File: src/shared/adc_sel_pkg.sv
// Constants for the select-mode converter control block
package adc_sel_pkg;

  // Register offsets on the plain register port
  localparam logic [2:0] OFF_MODE    = 3'h0;
  localparam logic [2:0] OFF_CHANNEL = 3'h1;
  localparam logic [2:0] OFF_WIDE    = 3'h2;
  localparam logic [2:0] OFF_HIGH    = 3'h3;
  localparam logic [2:0] OFF_FLAG    = 3'h4;

  // Mode register fields
  localparam int MODE_RUN_BIT    = 7;
  localparam int MODE_ENABLE_BIT = 0;
  localparam int MODE_TIME_LSB   = 3;
  localparam int MODE_TIME_W     = 3;

  // Channel register field and flag register field
  localparam int CHAN_W        = 2;
  localparam int FLAG_BIT      = 0;

  // Result layout
  localparam int RES_W        = 10;
  localparam int HIGH_LSB     = 2;
  localparam int DATA_W       = 16;

  // Reset values
  localparam logic [7:0]        MODE_RESET = 8'h00;
  localparam logic [CHAN_W-1:0] CHAN_RESET = 2'h0;

  // Cycles spent on each result bit of the search, and on the whole search
  localparam logic [9:0] BIT_CYCLES   = 10'h002;
  localparam logic [9:0] APPROX_TOTAL = 10'h014;

  // Whole conversion time in clock cycles, sampling included, per time code
  function automatic logic [9:0] conv_cycles(input logic [2:0] code);
    case (code)
      3'h0:    conv_cycles = 10'h028;
      3'h1:    conv_cycles = 10'h03C;
      3'h2:    conv_cycles = 10'h050;
      3'h3:    conv_cycles = 10'h078;
      3'h4:    conv_cycles = 10'h0A0;
      3'h5:    conv_cycles = 10'h0F0;
      3'h6:    conv_cycles = 10'h140;
      default: conv_cycles = 10'h1E0;
    endcase
  endfunction : conv_cycles

  typedef enum logic [1:0] {ST_IDLE, ST_SAMPLE, ST_APPROX} conv_state_t;

endpackage : adc_sel_pkg

File: src/rtl/adc_select_mode_control.sv
// Select-mode successive-approximation converter control
//
// Implementation choices: strobed register access and the register addresses.
`timescale 1ns/100ps

////////////////////////////////////////////////////////////////////////////////
// Notes on behaviour
// - Only select mode: converts one of four inputs chosen by channel bits 1:0.
// - Writing 1 to run bit 7 starts converting the selected input.
// - Each conversion end without a colliding mode or channel write loads both result registers and pulses the end interrupt.
// - Next conversion starts at once after each one while run stays set.
// - Any mode or channel write leaving run set during conversion restarts it from the beginning.
// - Writing run 0 stops conversion immediately; that result is undefined.
// - Mode holds enable at bit 0, time code at bits 5:3, run at 7.
// - After a channel write the next end comes one full conversion time later.
// - Result read colliding with a result load is served first, load follows.
// - Mode or channel write colliding with a load wins; no store, no interrupt.
// - Channel rewrite does not clear the conversion end flag.
// - Run 0 with enable 1 waits with only the comparator powered.
// - Conversion time counts from sampling start to result ready.
// - Search sets bits 9 to 0, keeping each where input is at least tap.
// - Wide result holds 10 bits right-aligned, upper six read 0, no reset.
// - High byte result presents the upper eight result bits.
module adc_select_mode_control (
  // Clock and reset
  input  wire logic                 clk,
  input  wire logic                 reset,
  // Register port
  input  wire logic [2:0]           reg_addr,
  input  wire logic [15:0]          reg_wdata,
  input  wire logic                 reg_wr,
  input  wire logic                 reg_rd,
  output logic      [15:0]          reg_rdata,
  // Analog front end
  input  wire logic                 comp_ge,
  output logic      [1:0]           channel_mux,
  output logic                      sample_hold_on,
  output logic      [9:0]           tap_code,
  output logic                      comparator_power,
  // Interrupt request
  output logic                      conv_end_irq
);

  ////////////////////////////////////////////////////////////////////////////////
  // Register state
  logic [7:0]                       conv_mode_reg,        conv_mode_next;
  logic [1:0]                       channel_select_reg,   channel_select_next;
  logic [9:0]                       result_wide_reg,      result_wide_next;
  logic [7:0]                       result_high_byte_reg, result_high_byte_next;
  logic                             conv_end_flag_reg,    conv_end_flag_next;
  logic [15:0]                      rdata_reg,            rdata_next;
  logic                             irq_reg,              irq_next;

  // Conversion state
  adc_sel_pkg::conv_state_t         state_reg,            state_next;
  logic [9:0]                       cnt_reg,              cnt_next;
  logic [3:0]                       bit_idx_reg,          bit_idx_next;
  logic [9:0]                       approx_shift_reg,     approx_shift_next;
  logic [9:0]                       tap_reg,              tap_next;
  logic [1:0]                       mux_reg,              mux_next;
  logic                             sh_reg,               sh_next;
  logic                             cpow_reg,             cpow_next;

  // Decoded events
  logic                             wr_mode;
  logic                             wr_chan;
  logic                             ctl_wr;
  logic                             flag_clr;
  logic                             step_end;
  logic                             done_evt;
  logic [9:0]                       sar_final;
  logic [9:0]                       sample_len;
  logic [2:0]                       time_code;
  logic                             run_new;

  ////////////////////////////////////////////////////////////////////////////////
  // Decode
  always_comb begin
    wr_mode    = reg_wr && (reg_addr == adc_sel_pkg::OFF_MODE);
    wr_chan    = reg_wr && (reg_addr == adc_sel_pkg::OFF_CHANNEL);
    ctl_wr     = wr_mode || wr_chan;
    flag_clr   = reg_wr && (reg_addr == adc_sel_pkg::OFF_FLAG)
                 && reg_wdata[adc_sel_pkg::FLAG_BIT];
    time_code  = conv_mode_reg[adc_sel_pkg::MODE_TIME_LSB +: adc_sel_pkg::MODE_TIME_W];
    sample_len = adc_sel_pkg::conv_cycles(time_code) - adc_sel_pkg::APPROX_TOTAL;
    step_end   = (cnt_reg == adc_sel_pkg::BIT_CYCLES - 10'h001);
    done_evt   = (state_reg == adc_sel_pkg::ST_APPROX) && step_end && (bit_idx_reg == 4'h0);
    sar_final  = comp_ge ? tap_reg : approx_shift_reg;
    run_new    = wr_mode ? reg_wdata[adc_sel_pkg::MODE_RUN_BIT]
                         : conv_mode_reg[adc_sel_pkg::MODE_RUN_BIT];
  end

  ////////////////////////////////////////////////////////////////////////////////
  // Registers and read port
  always_comb begin
    conv_mode_next        = conv_mode_reg;
    channel_select_next   = channel_select_reg;
    result_wide_next      = result_wide_reg;
    result_high_byte_next = result_high_byte_reg;
    conv_end_flag_next    = conv_end_flag_reg;
    irq_next              = 1'b0;
    rdata_next            = 16'h0000;
    if (wr_mode) begin
      conv_mode_next = reg_wdata[7:0];
    end
    if (wr_chan) begin
      channel_select_next = reg_wdata[adc_sel_pkg::CHAN_W-1:0];
    end
    // Load wins only without a control write; reads sample the old value
    if (done_evt && !ctl_wr) begin
      result_wide_next      = sar_final;
      result_high_byte_next = sar_final[adc_sel_pkg::RES_W-1:adc_sel_pkg::HIGH_LSB];
      irq_next              = 1'b1;
    end
    // Set beats clear; channel writes leave the flag alone
    if (flag_clr) begin
      conv_end_flag_next = 1'b0;
    end
    if (done_evt && !ctl_wr) begin
      conv_end_flag_next = 1'b1;
    end
    if (reg_rd) begin
      case (reg_addr)
        adc_sel_pkg::OFF_MODE:    rdata_next = {8'h00, conv_mode_reg};
        adc_sel_pkg::OFF_CHANNEL: rdata_next = {14'h0000, channel_select_reg};
        adc_sel_pkg::OFF_WIDE:    rdata_next = {6'h00, result_wide_reg};
        adc_sel_pkg::OFF_HIGH:    rdata_next = {8'h00, result_high_byte_reg};
        adc_sel_pkg::OFF_FLAG:    rdata_next = {15'h0000, conv_end_flag_reg};
        default:                  rdata_next = 16'h0000;
      endcase
    end
  end

  always_ff @(posedge clk) begin
    if (reset) begin
      conv_mode_reg      <= adc_sel_pkg::MODE_RESET;
      channel_select_reg <= adc_sel_pkg::CHAN_RESET;
      conv_end_flag_reg  <= 1'b0;
      rdata_reg          <= 16'h0000;
      irq_reg            <= 1'b0;
    end else begin
      conv_mode_reg      <= conv_mode_next;
      channel_select_reg <= channel_select_next;
      conv_end_flag_reg  <= conv_end_flag_next;
      rdata_reg          <= rdata_next;
      irq_reg            <= irq_next;
    end
  end

  // Result registers are undefined after reset
  always_ff @(posedge clk) begin
    result_wide_reg      <= result_wide_next;
    result_high_byte_reg <= result_high_byte_next;
  end

  ////////////////////////////////////////////////////////////////////////////////
  // Conversion sequencer
  always_comb begin
    state_next        = state_reg;
    cnt_next          = cnt_reg + 10'h001;
    bit_idx_next      = bit_idx_reg;
    approx_shift_next = approx_shift_reg;
    tap_next          = tap_reg;
    mux_next          = wr_chan ? reg_wdata[1:0] : channel_select_reg;
    cpow_next         = wr_mode ? reg_wdata[adc_sel_pkg::MODE_ENABLE_BIT]
                                : conv_mode_reg[adc_sel_pkg::MODE_ENABLE_BIT];
    case (state_reg)
      adc_sel_pkg::ST_IDLE: begin
        cnt_next = 10'h000;
      end
      adc_sel_pkg::ST_SAMPLE: begin
        if (cnt_reg >= sample_len - 10'h001) begin
          state_next        = adc_sel_pkg::ST_APPROX;
          cnt_next          = 10'h000;
          bit_idx_next      = 4'h9;
          approx_shift_next = 10'h000;
          tap_next          = 10'h200;
        end
      end
      adc_sel_pkg::ST_APPROX: begin
        if (step_end) begin
          cnt_next          = 10'h000;
          approx_shift_next = sar_final;
          if (bit_idx_reg == 4'h0) begin
            state_next = adc_sel_pkg::ST_SAMPLE;
          end else begin
            bit_idx_next = bit_idx_reg - 4'h1;
            tap_next     = sar_final | (10'h001 << (bit_idx_reg - 4'h1));
          end
        end
      end
      default: begin
        state_next = adc_sel_pkg::ST_IDLE;
        cnt_next   = 10'h000;
      end
    endcase
    // Run from idle, restart on control write, stop on run cleared
    if (state_reg == adc_sel_pkg::ST_IDLE || ctl_wr) begin
      if (run_new) begin
        state_next = adc_sel_pkg::ST_SAMPLE;
        cnt_next   = 10'h000;
      end else begin
        state_next = adc_sel_pkg::ST_IDLE;
        cnt_next   = 10'h000;
      end
    end
    sh_next = (state_next == adc_sel_pkg::ST_SAMPLE);
  end

  always_ff @(posedge clk) begin
    if (reset) begin
      state_reg        <= adc_sel_pkg::ST_IDLE;
      cnt_reg          <= 10'h000;
      bit_idx_reg      <= 4'h0;
      approx_shift_reg <= 10'h000;
      tap_reg          <= 10'h000;
      mux_reg          <= adc_sel_pkg::CHAN_RESET;
      sh_reg           <= 1'b0;
      cpow_reg         <= 1'b0;
    end else begin
      state_reg        <= state_next;
      cnt_reg          <= cnt_next;
      bit_idx_reg      <= bit_idx_next;
      approx_shift_reg <= approx_shift_next;
      tap_reg          <= tap_next;
      mux_reg          <= mux_next;
      sh_reg           <= sh_next;
      cpow_reg         <= cpow_next;
    end
  end

  ////////////////////////////////////////////////////////////////////////////////
  // Outputs
  always_comb begin
    reg_rdata        = rdata_reg;
    channel_mux      = mux_reg;
    sample_hold_on   = sh_reg;
    tap_code         = tap_reg;
    comparator_power = cpow_reg;
    conv_end_irq     = irq_reg;
  end

  ////////////////////////////////////////////////////////////////////////////////
  // Checks
  a_run_starts: assert property (@(posedge clk) disable iff (reset)
    (wr_mode && reg_wdata[7]) |=> (state_reg == adc_sel_pkg::ST_SAMPLE) && (cnt_reg == 10'h000))
    else $error("run write did not start sampling");

  a_restart_on_write: assert property (@(posedge clk) disable iff (reset)
    (wr_chan && run_new) |=> (state_reg == adc_sel_pkg::ST_SAMPLE) && sample_hold_on)
    else $error("channel write did not restart conversion");

  a_stop_now: assert property (@(posedge clk) disable iff (reset)
    (wr_mode && !reg_wdata[7]) |=> (state_reg == adc_sel_pkg::ST_IDLE) && !sample_hold_on)
    else $error("run clear did not stop conversion");

  a_store_result: assert property (@(posedge clk) disable iff (reset)
    (done_evt && !ctl_wr) |=> conv_end_irq && conv_end_flag_reg
      && (result_wide_reg == $past(sar_final)))
    else $error("conversion end did not load result");

  a_collision_drop: assert property (@(posedge clk) disable iff (reset)
    (done_evt && ctl_wr) |=> !conv_end_irq && $stable(result_wide_reg))
    else $error("control write collision still stored result");

  a_read_first: assert property (@(posedge clk) disable iff (reset)
    (done_evt && reg_rd && reg_addr == adc_sel_pkg::OFF_WIDE)
      |=> (reg_rdata[9:0] == $past(result_wide_reg)) && conv_end_irq)
    else $error("colliding read did not see old result");

  a_wide_upper_zero: assert property (@(posedge clk) disable iff (reset)
    (reg_rd && reg_addr == adc_sel_pkg::OFF_WIDE) |=> (reg_rdata[15:10] == 6'h00))
    else $error("wide result upper bits not zero");

  a_high_byte: assert property (@(posedge clk) disable iff (reset)
    conv_end_irq |-> (result_high_byte_reg == result_wide_reg[9:2]))
    else $error("high byte does not match wide result");

  a_flag_sticky: assert property (@(posedge clk) disable iff (reset)
    (conv_end_flag_reg && wr_chan) |=> conv_end_flag_reg)
    else $error("channel write cleared end flag");

  a_rerun_next: assert property (@(posedge clk) disable iff (reset)
    (done_evt && !ctl_wr && conv_mode_reg[7]) |=> (state_reg == adc_sel_pkg::ST_SAMPLE))
    else $error("next conversion did not start at once");

  a_sar_msb: assert property (@(posedge clk) disable iff (reset)
    (state_reg == adc_sel_pkg::ST_SAMPLE && state_next == adc_sel_pkg::ST_APPROX && !ctl_wr)
      |=> (tap_code == 10'h200) && (bit_idx_reg == 4'h9))
    else $error("search did not begin at bit 9");

  a_wait_power: assert property (@(posedge clk) disable iff (reset)
    (state_reg == adc_sel_pkg::ST_IDLE && !ctl_wr) |=> (comparator_power == conv_mode_reg[0])
      && !sample_hold_on)
    else $error("waiting state power wrong");

endmodule : adc_select_mode_control

File: config.mk
export PLATFORM = sky130hd
export DESIGN_NAME = adc_select_mode_control
export DESIGN_NICKNAME = d
export VERILOG_FILES = /design/src/shared/adc_sel_pkg.sv /design/src/rtl/adc_select_mode_control.sv
export SDC_FILE = /design/constraint.sdc
export NUM_CORES = 1
export LEC_CHECK = 0
export ABC_AREA = 1
export BUFFER_PORTS_ARGS = -buffer_cell sky130_fd_sc_hd__buf_4
export CORE_MARGIN = 3
export CORE_UTILIZATION = 35
export DETAILED_ROUTE_END_ITERATION = 6
export SLEW_MARGIN = 25
export SYNTH_ARGS = -nofsm -noshare
export SYNTH_HDL_FRONTEND = slang
export SYNTH_SLANG_ARGS = --single-unit
File: constraint.sdc
create_clock -name clk -period 2.3 [get_ports clk]
set_input_delay 0.345 -clock clk [delete_from_list [all_inputs] [get_ports clk]]
set_output_delay 0.345 -clock clk [all_outputs]
set_load 0.02 [all_outputs]
**Yosys cells after proc, flatten, opt, wreduce, memory -nomap -nowiden**

Index checks and enable logic that the tools add are counted.

- Output and inout bits: 31
- Register bits: 84
- Bits of input ports: 24

- Reduce and logical (&&, ||, !) cells: 20
- Equal/unequal tests: 17
- Shifts and indexed selects: 1
- $add $sub $neg: 4
- Order comparisons: 1
- Multiplexer cells: 28
- Bitwise logic cells: 2

Operators by type and width:

| operator | count |
|---|---|
| 2-to-1 mux 10 bit | 8 |
| one-hot mux 9 bit (7 select lines) | 1 |
| one-hot mux 10 bit (2 select lines) | 3 |
| one-hot mux 10 bit (5 select lines) | 1 |
| equality test 3 x 2 -> 1 bit, second input constant | 4 |
| equality test 3 bit, second input constant | 4 |
| 2-to-1 mux 4 bit | 3 |
| adder 10 x 1 -> 10 bit, second input constant | 1 |
| equality test 10 x 1 -> 1 bit, second input constant | 1 |
| >= comparator 10 bit | 1 |
| OR 10 bit | 1 |
| << shifter 1 x 4 -> 10 bit, first input constant | 1 |
| subtractor 10 x 1 -> 10 bit, second input constant | 1 |
| subtractor 10 x 5 -> 10 bit, second input constant | 1 |
| 2-to-1 mux 2 bit | 4 |
| one-hot mux 4 bit (2 select lines) | 1 |
| logical AND 1 bit | 7 |
| equality test 3 x 1 -> 1 bit, second input constant | 2 |
| zero test 3 bit | 2 |
| 2-to-1 mux 1 bit | 6 |
| inequality test 2 bit, second input constant | 3 |
| one-hot mux 2 bit (3 select lines) | 1 |
| equality test 2 x 1 -> 1 bit, second input constant | 2 |
| zero test 4 bit | 1 |
| 10 further kinds | 13 |

**Depth between registers and ports, before layout**

Gate-level depths: netlist (run 1).

- Depth after elaboration: 9
- Gate-level depth with buffers: 17

**Worst setup path after synthesis (run 1)**

Ideal clock, no wire load.

- Kind: reg2reg
- From: register conv_mode_reg[3]
- To: register tap_reg[2] (netlist: tap_code[2])
- Clock period less this slack: 1.841 ns
- Path buffers: 1
- Setup time: 0.113 ns
- Data required time: 2.187 ns
- Arrival time: 1.729 ns
- Slack: 0.459 ns
- Cell stages (with the launch flop): 17
- Cells stage by stage: dfxtp_1 > inv_1 > nor2_1 > inv_1 > nand2_1 > inv_1 > ha_1 > nand2_1 > nor2_1 > nand2_1 > nand2_1 > nand2_1 > nand3_4 > nand3_4 > buf_4 > nor2_1 > nor2_1

- Cells in the longest elaborated chain, start to end: 7
- Elaborated cells on any way between the ends: 13

Ends and longest elaborated chain:

| item | line | source |
|---|---|---|
| from (decl) | adc_select_mode_control.sv:46 | `logic [7:0] conv_mode_reg, conv_mode_next;` |
| from (signal assigned) | adc_select_mode_control.sv:136 | `conv_mode_reg <= adc_sel_pkg::MODE_RESET;` |
| from (signal assigned) | adc_select_mode_control.sv:142 | `conv_mode_reg <= conv_mode_next;` |
| equality test 3 bit, or another cell as far along | adc_sel_pkg.sv:36 | `case (code)` |
| one-hot mux 9 bit (7 select lines) * | adc_sel_pkg.sv:36 |  |
| subtractor 10 x 5 -> 10 bit * | adc_select_mode_control.sv:85 | `sample_len = adc_sel_pkg::conv_cycles(time_code) - adc_sel_pkg::APPROX_TOTAL;` |
| subtractor 10 x 1 -> 10 bit * | adc_select_mode_control.sv:172 | `if (cnt_reg >= sample_len - 10'h001) begin` |
| >= comparator 10 bit * | adc_select_mode_control.sv:172 |  |
| inequality test 2 bit (no line) * | n/a |  |
| AND reduction 4 bit (no line) * | n/a |  |
| to (signal assigned) | adc_select_mode_control.sv:225 | `tap_reg <= tap_next;` |
| to (decl) | adc_select_mode_control.sv:59 | `logic [9:0] tap_reg, tap_next;` |

Mark *: on every way between the ends. The rest lies on a longest branch, timed or not.
A chain may end at the register's enable or synchronous reset.

**Final worst setup path (run 1)**

- From: register conv_mode_reg[5]
- To: register tap_reg[8] (netlist: tap_code[8])

Same word-level chain as after synthesis.

==> results of run 1 <==
==> power groups by stage <==
stage | combinational, uW | clock, uW | sequential [uW]
floorplan | 124 | 0 | 1300
global placement | 194 | 0 | 1290
detailed placement | 195 | 0 | 1290
CTS | 196 | 989 | 1260
global route | 226 | 1040 | 1270
finish | 200 | 960 | 1260
==> cell families (layout without fill, tap and decap cells) <==
kind of cell / after synthesis / count (layout) / share of synthesized area [%]
adders and majority gates: 19 / 19 / 6.47
buffers and inverters: 95 / 137 / 11.1
other: 2 / 7 / 0.204
DFF: 70 / 70 / 40.9
AOI/OAI and AO/OA: 70 / 70 / 10.6
and+or+nand+nor: 232 / 233 / 29.3
xor gates and xnor gates: 6 / 6 / 1.43
==> per-stage QoR <==
stage | total power, uW | util (%)
6_report | 2420 | 43.0
5_1_grt | 2530 | 43.0
4_1_cts | 2450 | 42.6
3_5_place_dp | 1490 | 40.7
3_3_place_gp | 1480 | 40.7
2_1_floorplan | 1430 | -
==> area by class of cell <==
cell class	count	share of cell area [%]
flip-flops and latches	70	34.9
repair buffers	46	8.03
well taps	133	3.87
inverters	75	6.55
clock buffers	9	2.88
multi-input cells	335	42.3
clock inverters	7	1.43
==> cells in the mapped netlist, drive strengths merged (5+ instances only) <==
cell / number / share of area (%)
a21oi: 29 / 4.1
buf: 17 / 3.1
dfxtp: 60 / 33
edfxtp: 10 / 8.2
ha: 19 / 6.5
inv: 75 / 7.7
nand2: 112 / 12
nand3: 25 / 4.5
nand4: 21 / 3.7
nor2: 65 / 7.0
o21ai: 27 / 3.7
o22ai: 6 / 1.0
xor2: 5 / 1.2
==> path summary, 6_finish.rpt <==
path / start / to / slack, ns / cells past startpoint
setup / recovery: conv_mode_reg[5]$_SDFFE_PP0P_ / tap_code[8]$_SDFFE_PP0P_ / 0.24 / 15
setup reg to reg: conv_mode_reg[5]$_SDFFE_PP0P_ / tap_code[8]$_SDFFE_PP0P_ / 0.24 / 15
hold reg to reg: approx_shift_reg[7]$_SDFFE_PP0P_ / approx_shift_reg[7]$_SDFFE_PP0P_ / 0.47 / 2
hold / removal: reg_wdata[4] / conv_mode_reg[4]$_SDFFE_PP0P_ / 0.27 / 3
==> layer usage <==
metal / track usage, % / wire, um
met1: 21.2 / 4280
met3: 3.94 / 382
met2: 22.8 / 3740
met4: 6.31 / 153
met5: 0 / 0
==> worst register-to-register path: cells and delay by family, from the launching register on <==
family                   cells  cell delay, ns
flip-flops                   1            0.38
AND/OR/NAND/NOR             12            1.18
adder cells (fa/ha/maj)      1            0.28
buffers and inverters        2            0.10
==> repair_timing <==
| item | CTS | global route |
|---|---|---|
| setup endpoints to repair | 0 | 17 |
| hold buffers | 0 | 0 |
| gates resized for setup | 0 | 6 |
| setup buffers | 0 | 1 |
==> flow_metrics.tcl, run 1 <==
set metrics [dict create \
    status "completed" \
    min_period_ns 2.06 \
    layout_commonest_cell "nand2_1" \
    drive_gt1_share_pct 16.4 \
    final_nets 580 \
    p_switching_uw 688 \
    synth_warnings 0 \
    clkPwrFrac_pct 39.6 \
    vias 3236 \
    yosys_register_bits 70 \
    p_int_uw 1740 \
    cts_tree "built" \
    ir_drop_mv 0.246 \
    clk_path_buf_depth 2 \
    power_frac_seq_pct 52.1 \
    hold_ws_ns 0.268 \
    critPathLaunchType "flop" \
    grt_start_max_net_pins 25 \
    final-hold-violation-count 0 \
    max_freq_mhz 486 \
    power_frac_comb_pct 8.3 \
    gp_congestion 0.895 \
    syn_to_final_growth_pct 17.0 \
    syn-cell-area_mm2 0.00367 \
    synth_enable_flop_cells 10 \
    slowest_stage "dfxtp_1" \
    htree_levels 3 \
    synth.yosys.seq_area_share_pct 40.9 \
    finalCritPeriodShare_pct 89.4 \
    antenna_left 0 \
    synth-async-reset-ratio_pct 0 \
    root_buffer "clkbuf_8" \
    path_max_fanout 12 \
    critical_path_buf_inv_count 2 \
    clk_latency_ns 0.36 \
    worst_ep_arrival_time_ns 2.33 \
    dieArea_mm2 0.0118 \
    final_cell_mix "nand2_1 (108), inv_1 (71), nor2_1 (60), dfxtp_1 (60), buf_4 (46)" \
    min_path_type "in2reg" \
    dp_slack_ns 0.155 \
    drv_slew 0 \
    drtIter0Drc 200 \
    avgSynthCellArea_um2 7.44 \
    drt-total-wl_mm 8.56 \
    portBuffers 40 \
    cts.sinks 70 \
    cp_cell_sequence "nor2_2 > inv_1 > nand2_1 > inv_1 > ha_1 > nand2_1 > nor2_1 > nand2_1 > nand2_1 > nand2_1 > nand3_4 > nand3_4 > nand2_1 > nand2_1 > nor2_1" \
    initial_core_util_pct 36.7 \
    path_common_cell "nand2_1" \
    seq_area_mm2 0.00150 \
    place_inst 657 \
    drc 0 \
    p_sw_share_pct 28.4 \
    setup_ws_ns 0.243 \
    diodes 0 \
    multiInputGateArea_mm2 0.00182 \
    drt_first_pass_iters 4 \
    wl_per_cell_um 12.7 \
    tns_ns 0 \
    critPathKind "reg2reg" \
    ys_types 40 \
    vias_per_cell 4.79 \
    die_x_um 108 \
    core.rowCount 36 \
    synth_cells 494 \
    crit_family "simple AND/OR/NAND/NOR gates" \
    die_y_um 108 \
    critPathRequiredTime_ns 2.58 \
    grt_use_total_pct 15.3 \
    p_leak_uw 0.00200 \
    finalNonFillerCells 675 \
    synthFlopType "dfxtp_1" \
    fin_skew_ns 0.0159 \
    finalSetupViolCount 0 \
    dp_hpwl_mm 6.31 \
    numCtsBuffers 9 \
    path_clk_slew_ns 0.08 \
    grt_pass1_wl_mm 14.4 \
    place_area_mm2 0.00407 \
    p_per_area_mw_per_mm2 564 \
    fillCellCount 1033 \
    critPathCaptureType "flop" \
    ioPinCount 55 \
    grt-ovfl-total 0 \
    antenna_found_initial 0 \
    grt_pass1_vias 3031 \
    critical_path.max_stage_delay_ns 0.38 \
    rsz0062_at_grt "no" \
    core_area_mm2 0.0100 \
    final_area_mm2 0.00430 \
    maxCapViolCount 0 \
]
Power figures use the tool's default switching activity.
==> run 2: changes to the inputs <==
--- a/config.mk
+++ b/config.mk
@@ -6,10 +6,10 @@
 export NUM_CORES = 1
 export LEC_CHECK = 0
 export ABC_AREA = 1
-export BUFFER_PORTS_ARGS = -buffer_cell sky130_fd_sc_hd__buf_4
 export CORE_MARGIN = 3
 export CORE_UTILIZATION = 35
 export DETAILED_ROUTE_END_ITERATION = 6
+export DONT_BUFFER_PORTS = 1
 export SLEW_MARGIN = 25
 export SYNTH_ARGS = -nofsm -noshare
 export SYNTH_HDL_FRONTEND = slang
==> flow_metrics.tcl, run 2 (synthesis gave the netlist of run 1 again) <==
set metrics [dict create \
    finalSetupViolCount 0 \
    grt_pass1_vias 2840 \
    grt_start_max_net_pins 25 \
    initial_core_util_pct 36.7 \
    ioPinCount 55 \
    max_freq_mhz 492 \
    final_util_pct 39.9 \
    worstSetupStartpoint "conv_mode_reg[3]$_SDFFE_PP0P_" \
    core.rowCount 36 \
    finalCritPeriodShare_pct 88.4 \
    dieArea_mm2 0.0118 \
    worst_ep_arrival_time_ns 2.30 \
    multiInputGateArea_mm2 0.00180 \
    vias_per_cell 4.86 \
    top_usage_layer "met2" \
    rr_startpoint "conv_mode_reg[3]$_SDFFE_PP0P_" \
    antenna_left 0 \
    p_int_uw 1790 \
    hp-start "reset" \
    drt-total-wl_mm 8.40 \
    critPathKind "reg2reg" \
    critPathLaunchType "flop" \
    fillCellCount 1021 \
    path_common_cell "nand2_1" \
    grt_pass1_wl_mm 13.7 \
    cts.sinks 70 \
    postCtsHoldBufs 0 \
    slowest_stage "dfxtp_1" \
    core_area_mm2 0.0100 \
    dp_hpwl_mm 6.25 \
    setup_ws_ns 0.267 \
    maxCapViolCount 0 \
    root_buffer "clkbuf_8" \
    power_frac_seq_pct 53.7 \
    met3_usage_pct 5.49 \
    antenna_found_initial 0 \
    p_switching_uw 583 \
    critical_path_buf_inv_count 4 \
    p_per_area_mw_per_mm2 596 \
    gp_congestion 0.936 \
    drc 0 \
    drv_slew 0 \
    final_nets 540 \
    finalNonFillerCells 635 \
    die_x_um 108 \
    path_clk_slew_ns 0.07 \
    grt-ovfl-total 0 \
    cts_tree "built" \
    critPathRequiredTime_ns 2.57 \
    cp_cell_sequence "inv_2 > nor2_2 > inv_1 > nand2_1 > inv_1 > ha_1 > a21oi_1 > nand2_1 > nand2_1 > nand3_4 > buf_4 > nand2_1 > nand3_1 > a21oi_1" \
    clk_path_buf_depth 2 \
    vias 3083 \
    drive_gt1_share_pct 9.16 \
    syn_to_final_growth_pct 8.58 \
    drt_first_pass_iters 5 \
    met2_usage_pct 21.8 \
    htree_levels 3 \
    seq_area_mm2 0.00150 \
    grt_use_total_pct 14.6 \
    layout_commonest_cell "nand2_1" \
    p_sw_share_pct 24.5 \
    tns_ns 0 \
    portBuffers 0 \
    rsz0062_at_grt "no" \
    die_y_um 108 \
    p_leak_uw 0.00179 \
    diodes 0 \
    wl_per_cell_um 13.2 \
    status "completed" \
    crit_family "simple AND/OR/NAND/NOR gates" \
    use_met1_pct 20.0 \
    final-hold-violation-count 0 \
    finalPower_uw 2380 \
    ir_drop_mv 0.354 \
    final_cell_mix "nand2_1 (109), inv_1 (71), nor2_1 (60), dfxtp_1 (60), a21oi_1 (28)" \
    critical_path.max_stage_delay_ns 0.35 \
    power_frac_comb_pct 5.8 \
    numCtsBuffers 9 \
    path_max_fanout 11 \
    critPathCaptureType "flop" \
    place_inst 617 \
    fin_skew_ns 0.0120 \
    clkPwrFrac_pct 40.5 \
    clk_latency_ns 0.34 \
    min_path_type "in2reg" \
    drtIter0Drc 279 \
    min_period_ns 2.03 \
    dp_slack_ns 0.205 \
]
-- run 2: cell types whose count changed in the layout (fill, tap and decap cells not counted), sizes merged --
cell,before,now
buf,46,6
clkinv,0,3
clkbuf,9,10
inv,80,75
bufinv,0,1
-- run 2: repair_timing --
action	in CTS	in global routing
gates resized for setup	0	3
setup endpoints to repair	0	25
buffers inserted	0	1
endpoints found under the hold margin	0	0
-- run 2: final timing paths --
kind	cells past startpoint	endpoint	slack, ns
worst min-delay path	1	approx_shift_reg[0]$_SDFFE_PP0P_	0.07
worst min register to register	2	approx_shift_reg[9]$_SDFFE_PP0P_	0.46
worst max register to register	14	sample_hold_on$_SDFF_PP0_	0.27
worst max-delay path	14	sample_hold_on$_SDFF_PP0_	0.27
-- run 2: per-stage QoR --
stage	hold WS (ns)	area [um^2]
6_report	0.0681	3990
5_1_grt	0.0478	3990
4_1_cts	0.0529	3960
3_5_place_dp	0.420	3770
3_3_place_gp	0.419	3770
2_1_floorplan	0.430	3690
-- run 2: worst reg2reg max path, cell delays in order (launching register included) --
cell and delay, ns:
dfxtp_1 0.35, inv_2 0.07, nor2_2 0.09, inv_1 0.06
nand2_1 0.05, inv_1 0.04, ha_1 0.28, a21oi_1 0.13
nand2_1 0.07, nand2_1 0.12, nand3_4 0.17, buf_4 0.23
nand2_1 0.06, nand3_1 0.09, a21oi_1 0.13
-- run 2: cell type report --
| class | count | share of cell area (%) |
|---|---|---|
| well taps | 133 | 4.17 |
| clock buffers | 10 | 3.20 |
| inverters | 75 | 7.06 |
| multi-input cells | 335 | 45.2 |
| flip-flops and latches | 70 | 37.6 |
| repair buffers | 6 | 1.13 |
| clock inverters | 6 | 1.60 |
-- run 2: power groups by stage --
stage	combinational, uW	sequential [uW]	clock [uW]
2_1_floorplan	124	1300	0
3_3_place_gp	131	1310	0
3_5_place_dp	133	1310	0
4_1_cts	134	1280	987
5_1_grt	160	1280	1040
6_report	137	1280	963
-- run 2: layer usage --
layer	routed length, um	up-vias
met5	0	-
met4	108	0
met3	670	10
li1	-	1591
met2	3610	105
met1	4010	1377
==> run 3: changes to the inputs <==
--- a/config.mk
+++ b/config.mk
@@ -6,7 +6,6 @@
 export NUM_CORES = 1
 export LEC_CHECK = 0
 export ABC_AREA = 1
-export CORE_MARGIN = 3
 export CORE_UTILIZATION = 35
 export DETAILED_ROUTE_END_ITERATION = 6
 export DONT_BUFFER_PORTS = 1
==> constraint.sdc (replaced) <==
create_clock -name clk -period 2.3 [get_ports clk]
set_input_delay 0.46 -clock clk [delete_from_list [all_inputs] [get_ports clk]]
set_output_delay 0.46 -clock clk [all_outputs]
set_load 0.02 [all_outputs]
==> flow_metrics.tcl, run 3 (synthesis gave the netlist of run 1 again) <==
set metrics [dict create \
    status "completed" \
    grt_start_max_net_pins 25 \
    gp_congestion 0.881 \
    path_clk_slew_ns 0.09 \
    grt_pass1_wl_mm 13.5 \
    cts_tree "built" \
    drive_gt1_share_pct 8.96 \
    final-hold-violation-count 0 \
    reg2reg_to "sample_hold_on$_SDFF_PP0_" \
    hold_depth 1 \
    grt_pass1_vias 2897 \
    critical_path.max_stage_delay_ns 0.34 \
    drtIter0Drc 141 \
    core_area_mm2 0.0102 \
    hp-start "reset" \
    drt-total-wl_mm 8.12 \
    dieArea_mm2 0.0109 \
    final_cell_mix "nand2_1 (109), inv_1 (72), nor2_1 (61)" \
    dp_hpwl_mm 6.21 \
    max_freq_mhz 462 \
    die_x_um 104 \
    place_inst 621 \
    wl_per_cell_um 12.7 \
    grt-ovfl-total 0 \
    root_buffer "clkbuf_8" \
    p_leak_uw 0.00179 \
    clk_latency_ns 0.35 \
    min_period_ns 2.16 \
    antenna_found_initial 0 \
    clk_path_buf_depth 2 \
    fillCellCount 1066 \
    min_path_type "in2reg" \
    fin_skew_ns 0.0140 \
    cts.sinks 70 \
    htree_levels 3 \
    syn_to_final_growth_pct 8.44 \
    drc 0 \
    cts-resized-gates 0 \
    setup_ws_ns 0.137 \
    drv_slew 0 \
    layout_commonest_cell "nand2_1" \
    cp_cell_sequence "inv_1 > nor2_1 > inv_1 > nand2_1 > inv_1 > ha_1 > nand2_1 > nor2_1 > nand2_1 > nand2_1 > nand2_1 > nand3_4 > buf_4 > nand2_1 > nand3_1 > a21oi_1" \
    postCtsHoldBufs 0 \
    path_common_cell "nand2_1" \
    core.rowCount 37 \
    critPathRequiredTime_ns 2.57 \
    hold_ws_ns 0.167 \
    ff2ff_path_depth 16 \
    finalSetupViolCount 0 \
    finalPower_uw 2340 \
    portBuffers 0 \
    die_y_um 104 \
    final_nets 540 \
    grt_use_total_pct 15.4 \
    finalNonFillerCells 638 \
    post_cts_buffers 0 \
    worst_ep_arrival_time_ns 2.43 \
    vias 3075 \
    critPathCaptureType "flop" \
    rrSetupSlack_ns 0.14 \
    maxCapViolCount 0 \
    critPathLaunchType "flop" \
    path_max_fanout 11 \
    initial_core_util_pct 35.9 \
    rsz0062_at_grt "yes" \
    ir_drop_mv 0.263 \
    vias_per_cell 4.82 \
    slowest_stage "dfxtp_1" \
    drt_first_pass_iters 5 \
    antenna_left 0 \
    critPathKind "reg2reg" \
    worstSetupStartpoint "conv_mode_reg[3]$_SDFFE_PP0P_" \
    p_per_area_mw_per_mm2 587 \
    dp_slack_ns 0.165 \
    numCtsBuffers 9 \
    diodes 0 \
    ioPinCount 55 \
    finalCritPeriodShare_pct 94.1 \
    hold_end "approx_shift_reg[1]$_SDFFE_PP0P_" \
    rr_startpoint "conv_mode_reg[3]$_SDFFE_PP0P_" \
]
run 3: changes by cell type in the layout (fill, tap and decap cells not counted):
cell,previous run,this run
inv_2,4,3
bufinv_16,1,0
inv_6,0,3
inv_8,0,1
clkbuf_1,1,0
clkinv_2,2,0
nor2_2,4,3
nor2_1,60,61
inv_1,71,72
run 3: metrics by stage:
step                utilization, %  setup TNS (ns)  cell area (um^2)
floorplan                        -               0              3690
global placement              37.0               0              3780
detailed placement            37.0               0              3780
CTS                           38.8               0              3970
global route                  39.0          -0.120              3990
finish                        39.0               0              3990
run 3: power by group:
group / total, uW / leakage [uW] / switching (uW) / internal, uW
combinational: 135 / 0.00113 / 95.3 / 40.1
clock: 929 / 0.0000888 / 518 / 411
sequential: 1280 / 0.000576 / 22.2 / 1250
total: 2340 / 0.00179 / 635 / 1710
run 3: worst max-delay path, delay by kind of cell (launching register included):
| kind | cells | cell delay, ns |
|---|---|---|
| compound gates | 1 | 0.14 |
| buf+inv | 4 | 0.45 |
| flops | 1 | 0.34 |
| simple gates | 10 | 0.86 |
| fa+ha+maj | 1 | 0.28 |
run 3: area by class of cell:
type,count,area [um^2],share of cell area [%]
Timing Repair Buffer,6,45.0,1.13
Multi-Input combinational cell,335,1800,45.2
Inverter,75,282,7.06
Sequential cell,70,1500,37.7
Clock buffer,9,124,3.11
Tap cell,136,170,4.27
Clock inverter,7,61.3,1.54
run 3: how the worst max path moves through the flow:
stage	end	slack, ns
CTS	bit_idx_reg[1]$_SDFFE_PP0P_	0.15
global route	sample_hold_on$_SDFF_PP0_	-0.05
finish	sample_hold_on$_SDFF_PP0_	0.14
floorplan	tap_code[2]$_SDFFE_PP0P_	0.46
global placement	bit_idx_reg[1]$_SDFFE_PP0P_	0.20
detailed placement	tap_code[5]$_SDFFE_PP0P_	0.16
run 3: routing by layer:
metal	wire [um]	vias to the layer above	part of all wire (%)	global-route usage [%]
met3	551	17	6.8	5.26
met1	3890	1379	48	19.6
met2	3480	85	43	23.7
li1	-	1594	-	-
met4	208	0	2.6	5.82
met5	0	-	0	0
